`config.mk`:
```
export PLATFORM = sky130hd
export DESIGN_NAME = bpif_formatter
export DESIGN_NICKNAME = d
export VERILOG_FILES = /design/src/bpif_pkg.sv /design/src/bpif_sync.sv /design/src/bpif_formatter.sv
export SDC_FILE = /design/constraint.sdc
export NUM_CORES = 1
export LEC_CHECK = 0
export ABC_CLOCK_PERIOD_IN_PS = 5550
export BUFFER_PORTS_ARGS = -buffer_cell sky130_fd_sc_hd__buf_2
export CORE_MARGIN = 2
export CORE_UTILIZATION = 50
export DETAILED_ROUTE_END_ITERATION = 6
export PLACE_DENSITY_LB_ADDON = 0.08
export SLEW_MARGIN = 5
export SYNTH_ARGS = -nofsm -noshare
export SYNTH_HDL_FRONTEND = slang
export SYNTH_SLANG_ARGS = --single-unit
```
`constraint.sdc`:
```
create_clock -name clk_sys -period 5.55 [get_ports clk_sys]
set_input_delay 0.2775 -clock clk_sys [delete_from_list [all_inputs] [get_ports clk_sys]]
set_output_delay 0.2775 -clock clk_sys [all_outputs]
set_load 0.02 [all_outputs]
```
`src/bpif_pkg.sv`:
```
// Constants, register map and pin bundle of the BCD parallel input formatter
// ==========================================================================
package bpif_pkg;

   // ========================================================================
   // Register indices
   localparam logic [3:0] REG_BINARY_MODE = 4'h3;
   localparam logic [3:0] REG_STAT_LINES  = 4'h4;
   localparam logic [3:0] REG_STAT_FIRST  = 4'h5;
   localparam logic [3:0] REG_STAT_LAST   = 4'h9;
   localparam logic [7:0] BINARY_MODE_RST = 8'h00;

   // Status register 4 bit positions
   localparam int STAT_SIGN_A_BIT = 0;
   localparam int STAT_SIGN_B_BIT = 1;
   localparam int STAT_OVERLOAD_LINE_BIT   = 2;

   // ========================================================================
   // BCD character codes
   localparam logic [3:0] BCD_LF    = 4'ha;
   localparam logic [3:0] BCD_PLUS  = 4'hb;
   localparam logic [3:0] BCD_COMMA = 4'hc;
   localparam logic [3:0] BCD_MINUS = 4'hd;
   localparam logic [3:0] BCD_EXP   = 4'he;
   localparam logic [3:0] BCD_OVERLOAD_LINE  = 4'h8;
   localparam logic [3:0] BCD_ZERO  = 4'h0;

   // ASCII values
   localparam logic [7:0] ASC_DIGIT_BASE = 8'h30;
   localparam logic [7:0] ASC_LF    = 8'h0a;
   localparam logic [7:0] ASC_PLUS  = 8'h2b;
   localparam logic [7:0] ASC_COMMA = 8'h2c;
   localparam logic [7:0] ASC_MINUS = 8'h2d;
   localparam logic [7:0] ASC_EXP   = 8'h45;
   localparam logic [7:0] ASC_SPACE = 8'h20;

   // Record lengths in characters
   localparam logic [4:0] LEN_BCD_RECORD = 5'd16;
   localparam logic [4:0] LEN_BIN_RECORD = 5'd6;

   // Pin bundle width: forty data lines, two signs, overload
   localparam int PIN_W = 43;

   typedef struct packed {
      logic        overload_line;
      logic        mantissa_sign_b;
      logic        mantissa_sign_a;
      logic [39:0] digit_lines;    // Group n at bits [4n-1:4n-4], weight 8 on top
   } bpif_pins_t;

   typedef enum logic [1:0] {
      ST_IDLE    = 2'b00,
      ST_REQUEST = 2'b01,
      ST_STREAM  = 2'b10
   } bpif_state_t;

   typedef enum logic [1:0] {
      FMT_STANDARD = 2'b00,
      FMT_OPTIONAL = 2'b01,
      FMT_BINARY   = 2'b10
   } bpif_fmt_t;

endpackage : bpif_pkg

```
`src/bpif_sync.sv`:
```
// Two-flop synchroniser for a bundle of asynchronous pins
`timescale 1ns/1ps
`default_nettype none
module bpif_sync #(
   parameter int W = 1
) (
   input  wire logic         clk_sys,
   input  wire logic         reset,
   input  wire logic [W-1:0] async_in,
   output logic      [W-1:0] sync_out
);
   logic [W-1:0] meta_ff;

   always_ff @(posedge clk_sys or posedge reset) begin
      if (reset) begin
         meta_ff  <= '0;
         sync_out <= '0;
      end else begin
         meta_ff  <= async_in;
         sync_out <= meta_ff;
      end
   end
endmodule : bpif_sync
`default_nettype wire

```
`src/bpif_formatter.sv`:
```
// BCD parallel input formatter: handshake, latch, character stream, registers
`timescale 1ns/1ps
`default_nettype none
module bpif_formatter (
   input  wire logic              clk_sys,
   input  wire logic              reset,
   // Peripheral side
   input  wire bpif_pkg::bpif_pins_t pins_in,
   input  wire logic              peripheral_flag,
   input  wire logic              optional_format_switch,
   output logic                   control_request_a,
   output logic                   control_request_b,
   // Host register port
   input  wire logic              reg_wr,
   input  wire logic              reg_rd,
   input  wire logic [3:0]        reg_addr,
   input  wire logic [7:0]        reg_wdata,
   output logic      [7:0]        reg_rdata,
   output logic                   reg_rdata_valid,
   // Host character stream
   input  wire logic              enter_start,
   output logic      [7:0]        char_data,
   output logic                   char_valid,
   input  wire logic              char_ready,
   output logic                   busy
);
   import bpif_pkg::*;

   // ========================================================================
   // Pin synchronisers
   logic [PIN_W+1:0] raw_bus;
   logic [PIN_W+1:0] sync_bus;
   bpif_pins_t       pins_s;
   logic             flag_s;
   logic             switch_s;

   assign raw_bus = {optional_format_switch, peripheral_flag, pins_in};

   bpif_sync #(.W(PIN_W + 2)) u_sync (
      .clk_sys  (clk_sys),
      .reset    (reset),
      .async_in (raw_bus),
      .sync_out (sync_bus)
   );

   assign pins_s   = bpif_pins_t'(sync_bus[PIN_W-1:0]);
   assign flag_s   = sync_bus[PIN_W];
   assign switch_s = sync_bus[PIN_W+1];

   // ========================================================================
   // Helpers
   // Four-line group
   function automatic logic [3:0] grp(input logic [39:0] d, input int n);
      grp = d[4*n-1 -: 4];
   endfunction : grp

   function automatic logic [7:0] to_ascii(input logic [3:0] c);
      logic [7:0] r;
      r = ASC_SPACE;
      if (c <= 4'h9) r = ASC_DIGIT_BASE + {4'h0, c};
      else if (c == BCD_LF) r = ASC_LF;
      else if (c == BCD_PLUS) r = ASC_PLUS;
      else if (c == BCD_COMMA) r = ASC_COMMA;
      else if (c == BCD_MINUS) r = ASC_MINUS;
      else if (c == BCD_EXP) r = ASC_EXP;
      to_ascii = r;
   endfunction : to_ascii

   function automatic logic [3:0] sgn(input logic s);
      sgn = s ? BCD_MINUS : BCD_PLUS;
   endfunction : sgn

   // ========================================================================
   // Registers
   bpif_state_t state_ff;
   bpif_fmt_t   fmt_ff;
   bpif_pins_t  latch_ff;
   logic [7:0]  binary_mode_select_ff;
   logic [4:0]  idx_ff;
   logic [7:0]  char_data_ff;
   logic        char_valid_ff;
   logic        req_ff;
   logic        busy_ff;
   logic [7:0]  rdata_ff;
   logic        rvalid_ff;

   assign control_request_a = req_ff;
   assign control_request_b = req_ff;
   assign char_data         = char_data_ff;
   assign char_valid        = char_valid_ff;
   assign busy              = busy_ff;
   assign reg_rdata         = rdata_ff;
   assign reg_rdata_valid   = rvalid_ff;

   // ========================================================================
   // Next character of the current record
   logic [3:0] nxt_code;
   logic [7:0] nxt_char;
   logic [4:0] rec_len;

   always_comb begin
      nxt_code = BCD_LF;
      nxt_char = ASC_LF;
      rec_len  = (fmt_ff == FMT_BINARY) ? LEN_BIN_RECORD : LEN_BCD_RECORD;
      unique case (fmt_ff)
         FMT_OPTIONAL: begin
            unique case (idx_ff)
               5'd0:  nxt_code = sgn(latch_ff.mantissa_sign_a);
               5'd1:  nxt_code = grp(latch_ff.digit_lines, 4);
               5'd2:  nxt_code = grp(latch_ff.digit_lines, 2);
               5'd3:  nxt_code = grp(latch_ff.digit_lines, 6);
               5'd4:  nxt_code = grp(latch_ff.digit_lines, 8);
               5'd5:  nxt_code = BCD_COMMA;
               // Second device, exponent, overload, group 9
               5'd6:  nxt_code = sgn(latch_ff.mantissa_sign_b);
               5'd7:  nxt_code = grp(latch_ff.digit_lines, 10);
               5'd8:  nxt_code = grp(latch_ff.digit_lines, 1);
               5'd9:  nxt_code = grp(latch_ff.digit_lines, 5);
               5'd10: nxt_code = grp(latch_ff.digit_lines, 3);
               5'd11: nxt_code = grp(latch_ff.digit_lines, 7);
               5'd12: nxt_code = BCD_EXP;
               5'd13: nxt_code = latch_ff.overload_line ? BCD_OVERLOAD_LINE : BCD_ZERO;
               5'd14: nxt_code = grp(latch_ff.digit_lines, 9);
               default: nxt_code = BCD_LF;
            endcase
            nxt_char = to_ascii(nxt_code);
         end
         FMT_STANDARD: begin
            unique case (idx_ff)
               5'd0:  nxt_code = sgn(latch_ff.mantissa_sign_a);
               5'd1:  nxt_code = grp(latch_ff.digit_lines, 1);
               5'd2:  nxt_code = grp(latch_ff.digit_lines, 2);
               5'd3:  nxt_code = grp(latch_ff.digit_lines, 3);
               5'd4:  nxt_code = grp(latch_ff.digit_lines, 4);
               5'd5:  nxt_code = grp(latch_ff.digit_lines, 5);
               5'd6:  nxt_code = grp(latch_ff.digit_lines, 6);
               5'd7:  nxt_code = grp(latch_ff.digit_lines, 7);
               5'd8:  nxt_code = grp(latch_ff.digit_lines, 8);
               5'd9:  nxt_code = BCD_EXP;
               5'd10: nxt_code = sgn(latch_ff.mantissa_sign_b);
               5'd11: nxt_code = grp(latch_ff.digit_lines, 9);
               5'd12: nxt_code = BCD_COMMA;
               5'd13: nxt_code = latch_ff.overload_line ? BCD_OVERLOAD_LINE : BCD_ZERO;
               5'd14: nxt_code = grp(latch_ff.digit_lines, 10);
               default: nxt_code = BCD_LF;
            endcase
            nxt_char = to_ascii(nxt_code);
         end
         default: begin
            // Byte pairs in group order, then LF
            unique case (idx_ff)
               5'd0: nxt_char = {grp(latch_ff.digit_lines, 1), grp(latch_ff.digit_lines, 2)};
               5'd1: nxt_char = {grp(latch_ff.digit_lines, 3), grp(latch_ff.digit_lines, 4)};
               5'd2: nxt_char = {grp(latch_ff.digit_lines, 5), grp(latch_ff.digit_lines, 6)};
               5'd3: nxt_char = {grp(latch_ff.digit_lines, 7), grp(latch_ff.digit_lines, 8)};
               5'd4: nxt_char = {grp(latch_ff.digit_lines, 9), grp(latch_ff.digit_lines, 10)};
               default: nxt_char = ASC_LF;
            endcase
         end
      endcase
   end

   // ========================================================================
   // Transfer sequencer
   always_ff @(posedge clk_sys or posedge reset) begin
      if (reset) begin
         state_ff      <= ST_IDLE;
         fmt_ff        <= FMT_STANDARD;
         latch_ff      <= '0;
         idx_ff        <= 5'd0;
         char_data_ff  <= 8'h00;
         char_valid_ff <= 1'b0;
         req_ff        <= 1'b0;
         busy_ff       <= 1'b0;
      end else begin
         unique case (state_ff)
            ST_IDLE: begin
               // Start only after the previous record is gone
               if (enter_start && !flag_s) begin
                  if (binary_mode_select_ff != 8'h00) fmt_ff <= FMT_BINARY;
                  else if (!switch_s) fmt_ff <= FMT_OPTIONAL;
                  else fmt_ff <= FMT_STANDARD;
                  req_ff   <= 1'b1;
                  busy_ff  <= 1'b1;
                  idx_ff   <= 5'd0;
                  state_ff <= ST_REQUEST;
               end
            end
            ST_REQUEST: begin
               // Flag marks valid data, latch everything
               if (flag_s) begin
                  latch_ff <= pins_s;
                  req_ff   <= 1'b0;
                  state_ff <= ST_STREAM;
               end
            end
            ST_STREAM: begin
               if (!char_valid_ff || char_ready) begin
                  if (idx_ff == rec_len) begin
                     char_valid_ff <= 1'b0;
                     busy_ff       <= 1'b0;
                     state_ff      <= ST_IDLE;
                  end else begin
                     char_data_ff  <= nxt_char;
                     char_valid_ff <= 1'b1;
                     idx_ff        <= idx_ff + 5'd1;
                  end
               end
            end
            default: state_ff <= ST_IDLE;
         endcase
      end
   end

   // ========================================================================
   // Control register write
   always_ff @(posedge clk_sys or posedge reset) begin
      if (reset) begin
         binary_mode_select_ff <= BINARY_MODE_RST;
      end else if (reg_wr && reg_addr == REG_BINARY_MODE) begin
         binary_mode_select_ff <= reg_wdata;
      end
   end

   // ========================================================================
   // Register read, live lines with no handshake
   logic [7:0] nxt_rdata;
   logic [3:0] pair_idx;

   always_comb begin
      nxt_rdata = 8'h00;
      pair_idx  = reg_addr - REG_STAT_FIRST;
      if (reg_addr == REG_BINARY_MODE) begin
         nxt_rdata = binary_mode_select_ff;
      end else if (reg_addr == REG_STAT_LINES) begin
         nxt_rdata[STAT_SIGN_A_BIT] = pins_s.mantissa_sign_a;
         nxt_rdata[STAT_SIGN_B_BIT] = pins_s.mantissa_sign_b;
         nxt_rdata[STAT_OVERLOAD_LINE_BIT]   = pins_s.overload_line;
      end else if (reg_addr >= REG_STAT_FIRST && reg_addr <= REG_STAT_LAST) begin
         // Group pairs, lower group in high nibble
         nxt_rdata = {grp(pins_s.digit_lines, 2 * int'(pair_idx) + 1),
                      grp(pins_s.digit_lines, 2 * int'(pair_idx) + 2)};
      end
   end

   always_ff @(posedge clk_sys or posedge reset) begin
      if (reset) begin
         rdata_ff  <= 8'h00;
         rvalid_ff <= 1'b0;
      end else begin
         rvalid_ff <= reg_rd;
         if (reg_rd) rdata_ff <= nxt_rdata;
      end
   end

endmodule : bpif_formatter
`default_nettype wire

```
==> impl_results.md <==
- Setup crit end kind: flip-flop
- # Post-CTS Setup Buffers: 0
- Area Overhead vs Synth: 20.9%
- Mapped Avg Cell Area: 12.2 um^2
- Setup crit start kind: flip-flop
- Share of cells above drive strength 1: 0.283
- DRT Wirelength: 19300 um
- Routed met3 length: 1080 um
- Area of the die: 0.0160 mm^2
- Status: finished clean
- Core area: 0.0146 mm^2
- Post-CTS Hold Fix Bufs: 45
- Worst path arrival time: 3.28 ns
- Peak Freq: 331 MHz
- First-pass GRT wire length: 30600 um
- Vias in the first global route: 5551
- Placer congestion estimate: 0.931
- Final setup viols: 0
- Maximum buffer depth of the clock tree: 2
- Power Total: 0.00474 W
- Die X-Extent: 126 um
- Top cells by area, synth: dfrtp_1 (57%), mux2_2 (8.1%), a22oi_1 (2.8%)
- Lkg Pwr: 3.89 nW
- Area leader, netlist: dfrtp_1
- R2R Setup Slk: 2.53 ns
- Ports: 84
- Drt first pass iters: 7
- Mapped cell area: 0.00749 mm^2
- Setup WS post-layout: 2.53 ns
- Reg clk slew, reported paths: 0.07 ns
- Cts repair resizes: 0
- Post-synth EDFFs: 0
- Critical path's largest stage delay: 0.55 ns
- Initial DRC Count: 486
- Register Area: 0.00425 mm^2
- Initial antenna violation count: 0
- N_diodes: 0
- Cts bufs inserted: 17
- Overflow after GRT: 0
- RSZ-0062 raised after global routing: no
- Reg2reg start: idx_ff[0]
- Vias per inst: 5.87
- Crit Reg-Reg Endpoint: char_data[2]
- Die extent in y: 126 um
- Worst slew pin tran: 0.943 ns
- Total track usage: 0.252
- CP cell instances: inv_1 -> ha_1 -> nor4b_2 -> buf_4 -> a22o_1 -> a31oi_1 -> and4_1 -> or3_1 -> a21oi_1 -> a31oi_1
- Final Cycle Share: 0.545
- Slowest stage cell, crit path: ha_1
- Yosys reg bits: 170
- DRC viols: 0
- Final Hold Viols: 0
- Fin Setup TNS: 0 ns
- Highest Signal Layer: met4
- Initial core utilization: 0.513
- Ys async rst share: 1.00
- Via Count: 5432
- CTS tree: done
- M1 wire length: 8560 um
- Hpwl dp: 13400 um
- Final Skew: 0.0102 ns
- R2r worst-path depth: 10
- Routed Antenna Nets: 0
- Netlist cell types: 74
- Fillers: 1140
- DR WL met2: 9280 um
- Worst skew pair latency: 0.43 ns
- H-Tree Depth: 4
- Max IR drop VDD: 0.349 mV
- Post-Place Worst Slack: 2.59 ns
- Fin nets: 798
- Post-Syn Instances: 612
- Largest net degree at the start of global routing: 104
- WL/cell: 20.9 um
- Most used cell, CP: a31oi_1
- Final Max Slew Viols: 0
- Clk sink count: 170
- Top-area cell type share of the netlist area: 0.568
- Number of max-cap violations: 0
- Worst-path maximum fanout: 13
- Register area share after synthesis: 0.568
- Hold/Removal Path Class: input port to async pin
- Fin crit period: 3.02 ns
- Port-buffer cells: 83
- Footprint of the multi-input gates: 0.00297 mm^2
- # rows: 44
- CP Data Required Time: 5.80 ns
- Synth warn: 0
- Synth Net Count: 682
- Top_reg_cell synth: dfrtp_1
- CP Class: flip-flop to flip-flop
- CTS root buf: clkbuf_16
- Worst slew margin: 0.368
- Pwr dens: 524 mW/mm^2
-- flip-flops by register name (all words and copies together), names as in the netlist --
signal and flops:
u_sync.meta_ff 45, reg_rdata_valid 1, state_ff 2, idx_ff 5
control_request_a 1, fmt_ff 2, reg_rdata 8, u_sync.sync_out 45
latch_ff 43, char_valid 1, binary_mode_select_ff 8, char_data 8
busy 1
-- layer usage --
layer / vias to the layer above / track usage
met1: 2736 / 0.355
met4: 0 / 0.0847
met2: 188 / 0.397
met3: 27 / 0.0502
li1: 2481 / -
met5: - / 0
-- worst max path at each step --
stage                         start                       end  slack, ns  depth (start not counted)
final                     idx_ff[0]              char_data[2]       2.53                         10
after global routing      idx_ff[4]              char_data[5]       2.26                          6
after CTS                 idx_ff[0]              char_data[2]       2.56                         10
after detailed placement  idx_ff[0]              char_data[2]       2.59                         10
after global placement    idx_ff[1]              char_data[0]       2.62                         10
after floorplan               reset  binary_mode_select_ff[0]       0.67                          1
-- Yosys cell counts (3+ instances only) --
library cell and count:
nand2b_1 11, mux2_2 54, clkbuf_1 24, buf_2 8, a22oi_1 28, nand3_1 8
nand2_1 43, inv_1 14, nor4b_2 4, a21oi_1 26, nor4_1 4, nand3b_1 5
xnor2_1 3, a21boi_0 3, a32oi_1 3, o211ai_1 7, o21ai_0 30, dfrtp_1 170
mux4_2 8, nor3_2 5, nor2_1 31, a221oi_1 3, nor3_1 5, nor2b_1 8
nor3b_1 3, nand4_1 6, a31oi_1 13, buf_6 4, xor2_1 4, ha_1 7
and3_1 3, a22o_1 8, o22ai_1 5
-- per-stage QoR --
stage / cells / instance area [um^2] / util / hold WS (ns)
after floorplan: 612 / 7490 / - / 0.309
after global routing: 925 / 9050 / 0.620 / 0.0736
after global placement: 848 / 8000 / 0.548 / 0.331
final: 925 / 9050 / 0.620 / 0.0424
after CTS: 925 / 9050 / 0.620 / 0.0718
after detailed placement: 848 / 8000 / 0.548 / 0.335
-- where the power goes --
part	switching [W]	total [W]	internal (W)	leakage, nW
Sequential	0.000320	0.00183	0.00151	2.01
Combinational	0.00102	0.00175	0.000725	1.59
Clock	0.000555	0.00116	0.000610	0.287
Total	0.00190	0.00474	0.00284	3.89
-- logic make-up (layout without fill, tap and decap cells) --
kind of cell / count (synthesis) / after routing / synth area share
XOR/XNOR: 7 / 7 / 0.00819
AND/OR/NAND/NOR: 155 / 155 / 0.122
multiplexers: 66 / 66 / 0.111
adder cells (fa/ha/maj): 7 / 7 / 0.0117
buffers and inverters: 55 / 184 / 0.0363
flip-flops: 170 / 170 / 0.568
AO/OA/AOI/OAI: 152 / 152 / 0.142
-- cells in the final DEF, fill, tap and decap left out, types with 3 or more instances in the layout --
cell type	count
a21boi_0	3
a21oi_1	26
a221oi_1	3
a22o_1	8
a22oi_1	28
a31oi_1	13
a32oi_1	3
and3_1	3
buf_2	83
buf_4	10
clkbuf_16	17
clkinv_8	3
dfrtp_1	170
dlygate4sd3_1	45
ha_1	7
inv_1	13
inv_8	6
mux2_2	54
mux4_2	8
nand2_1	43
nand2b_1	11
nand3_1	8
nand3b_1	5
nand4_1	6
nor2_1	31
nor2b_1	8
nor3_1	5
nor3_2	5
nor3b_1	3
nor4_1	4
nor4b_2	4
o211ai_1	7
o21ai_0	30
o22ai_1	5
xnor2_1	3
xor2_1	4
-- worst max-delay path, delay by kind of cell (launching register included) --
kind	cells	cell delay, ns
AOI/OAI and AO/OA	4	0.51
adders and majority gates	1	0.55
buffers and inverters	2	0.40
DFF	1	0.45
and+or+nand+nor	3	0.93
-- cell type report --
cell class,count,share of cell area
tap,184,0.0254
multi-input combinational,387,0.328
clock buffer,17,0.0470
clock inverter,15,0.0192
sequential,170,0.470
inverter,14,0.00636
timing repair buffer,138,0.104
No activity file was read; power rests on OpenSTA's default activity.
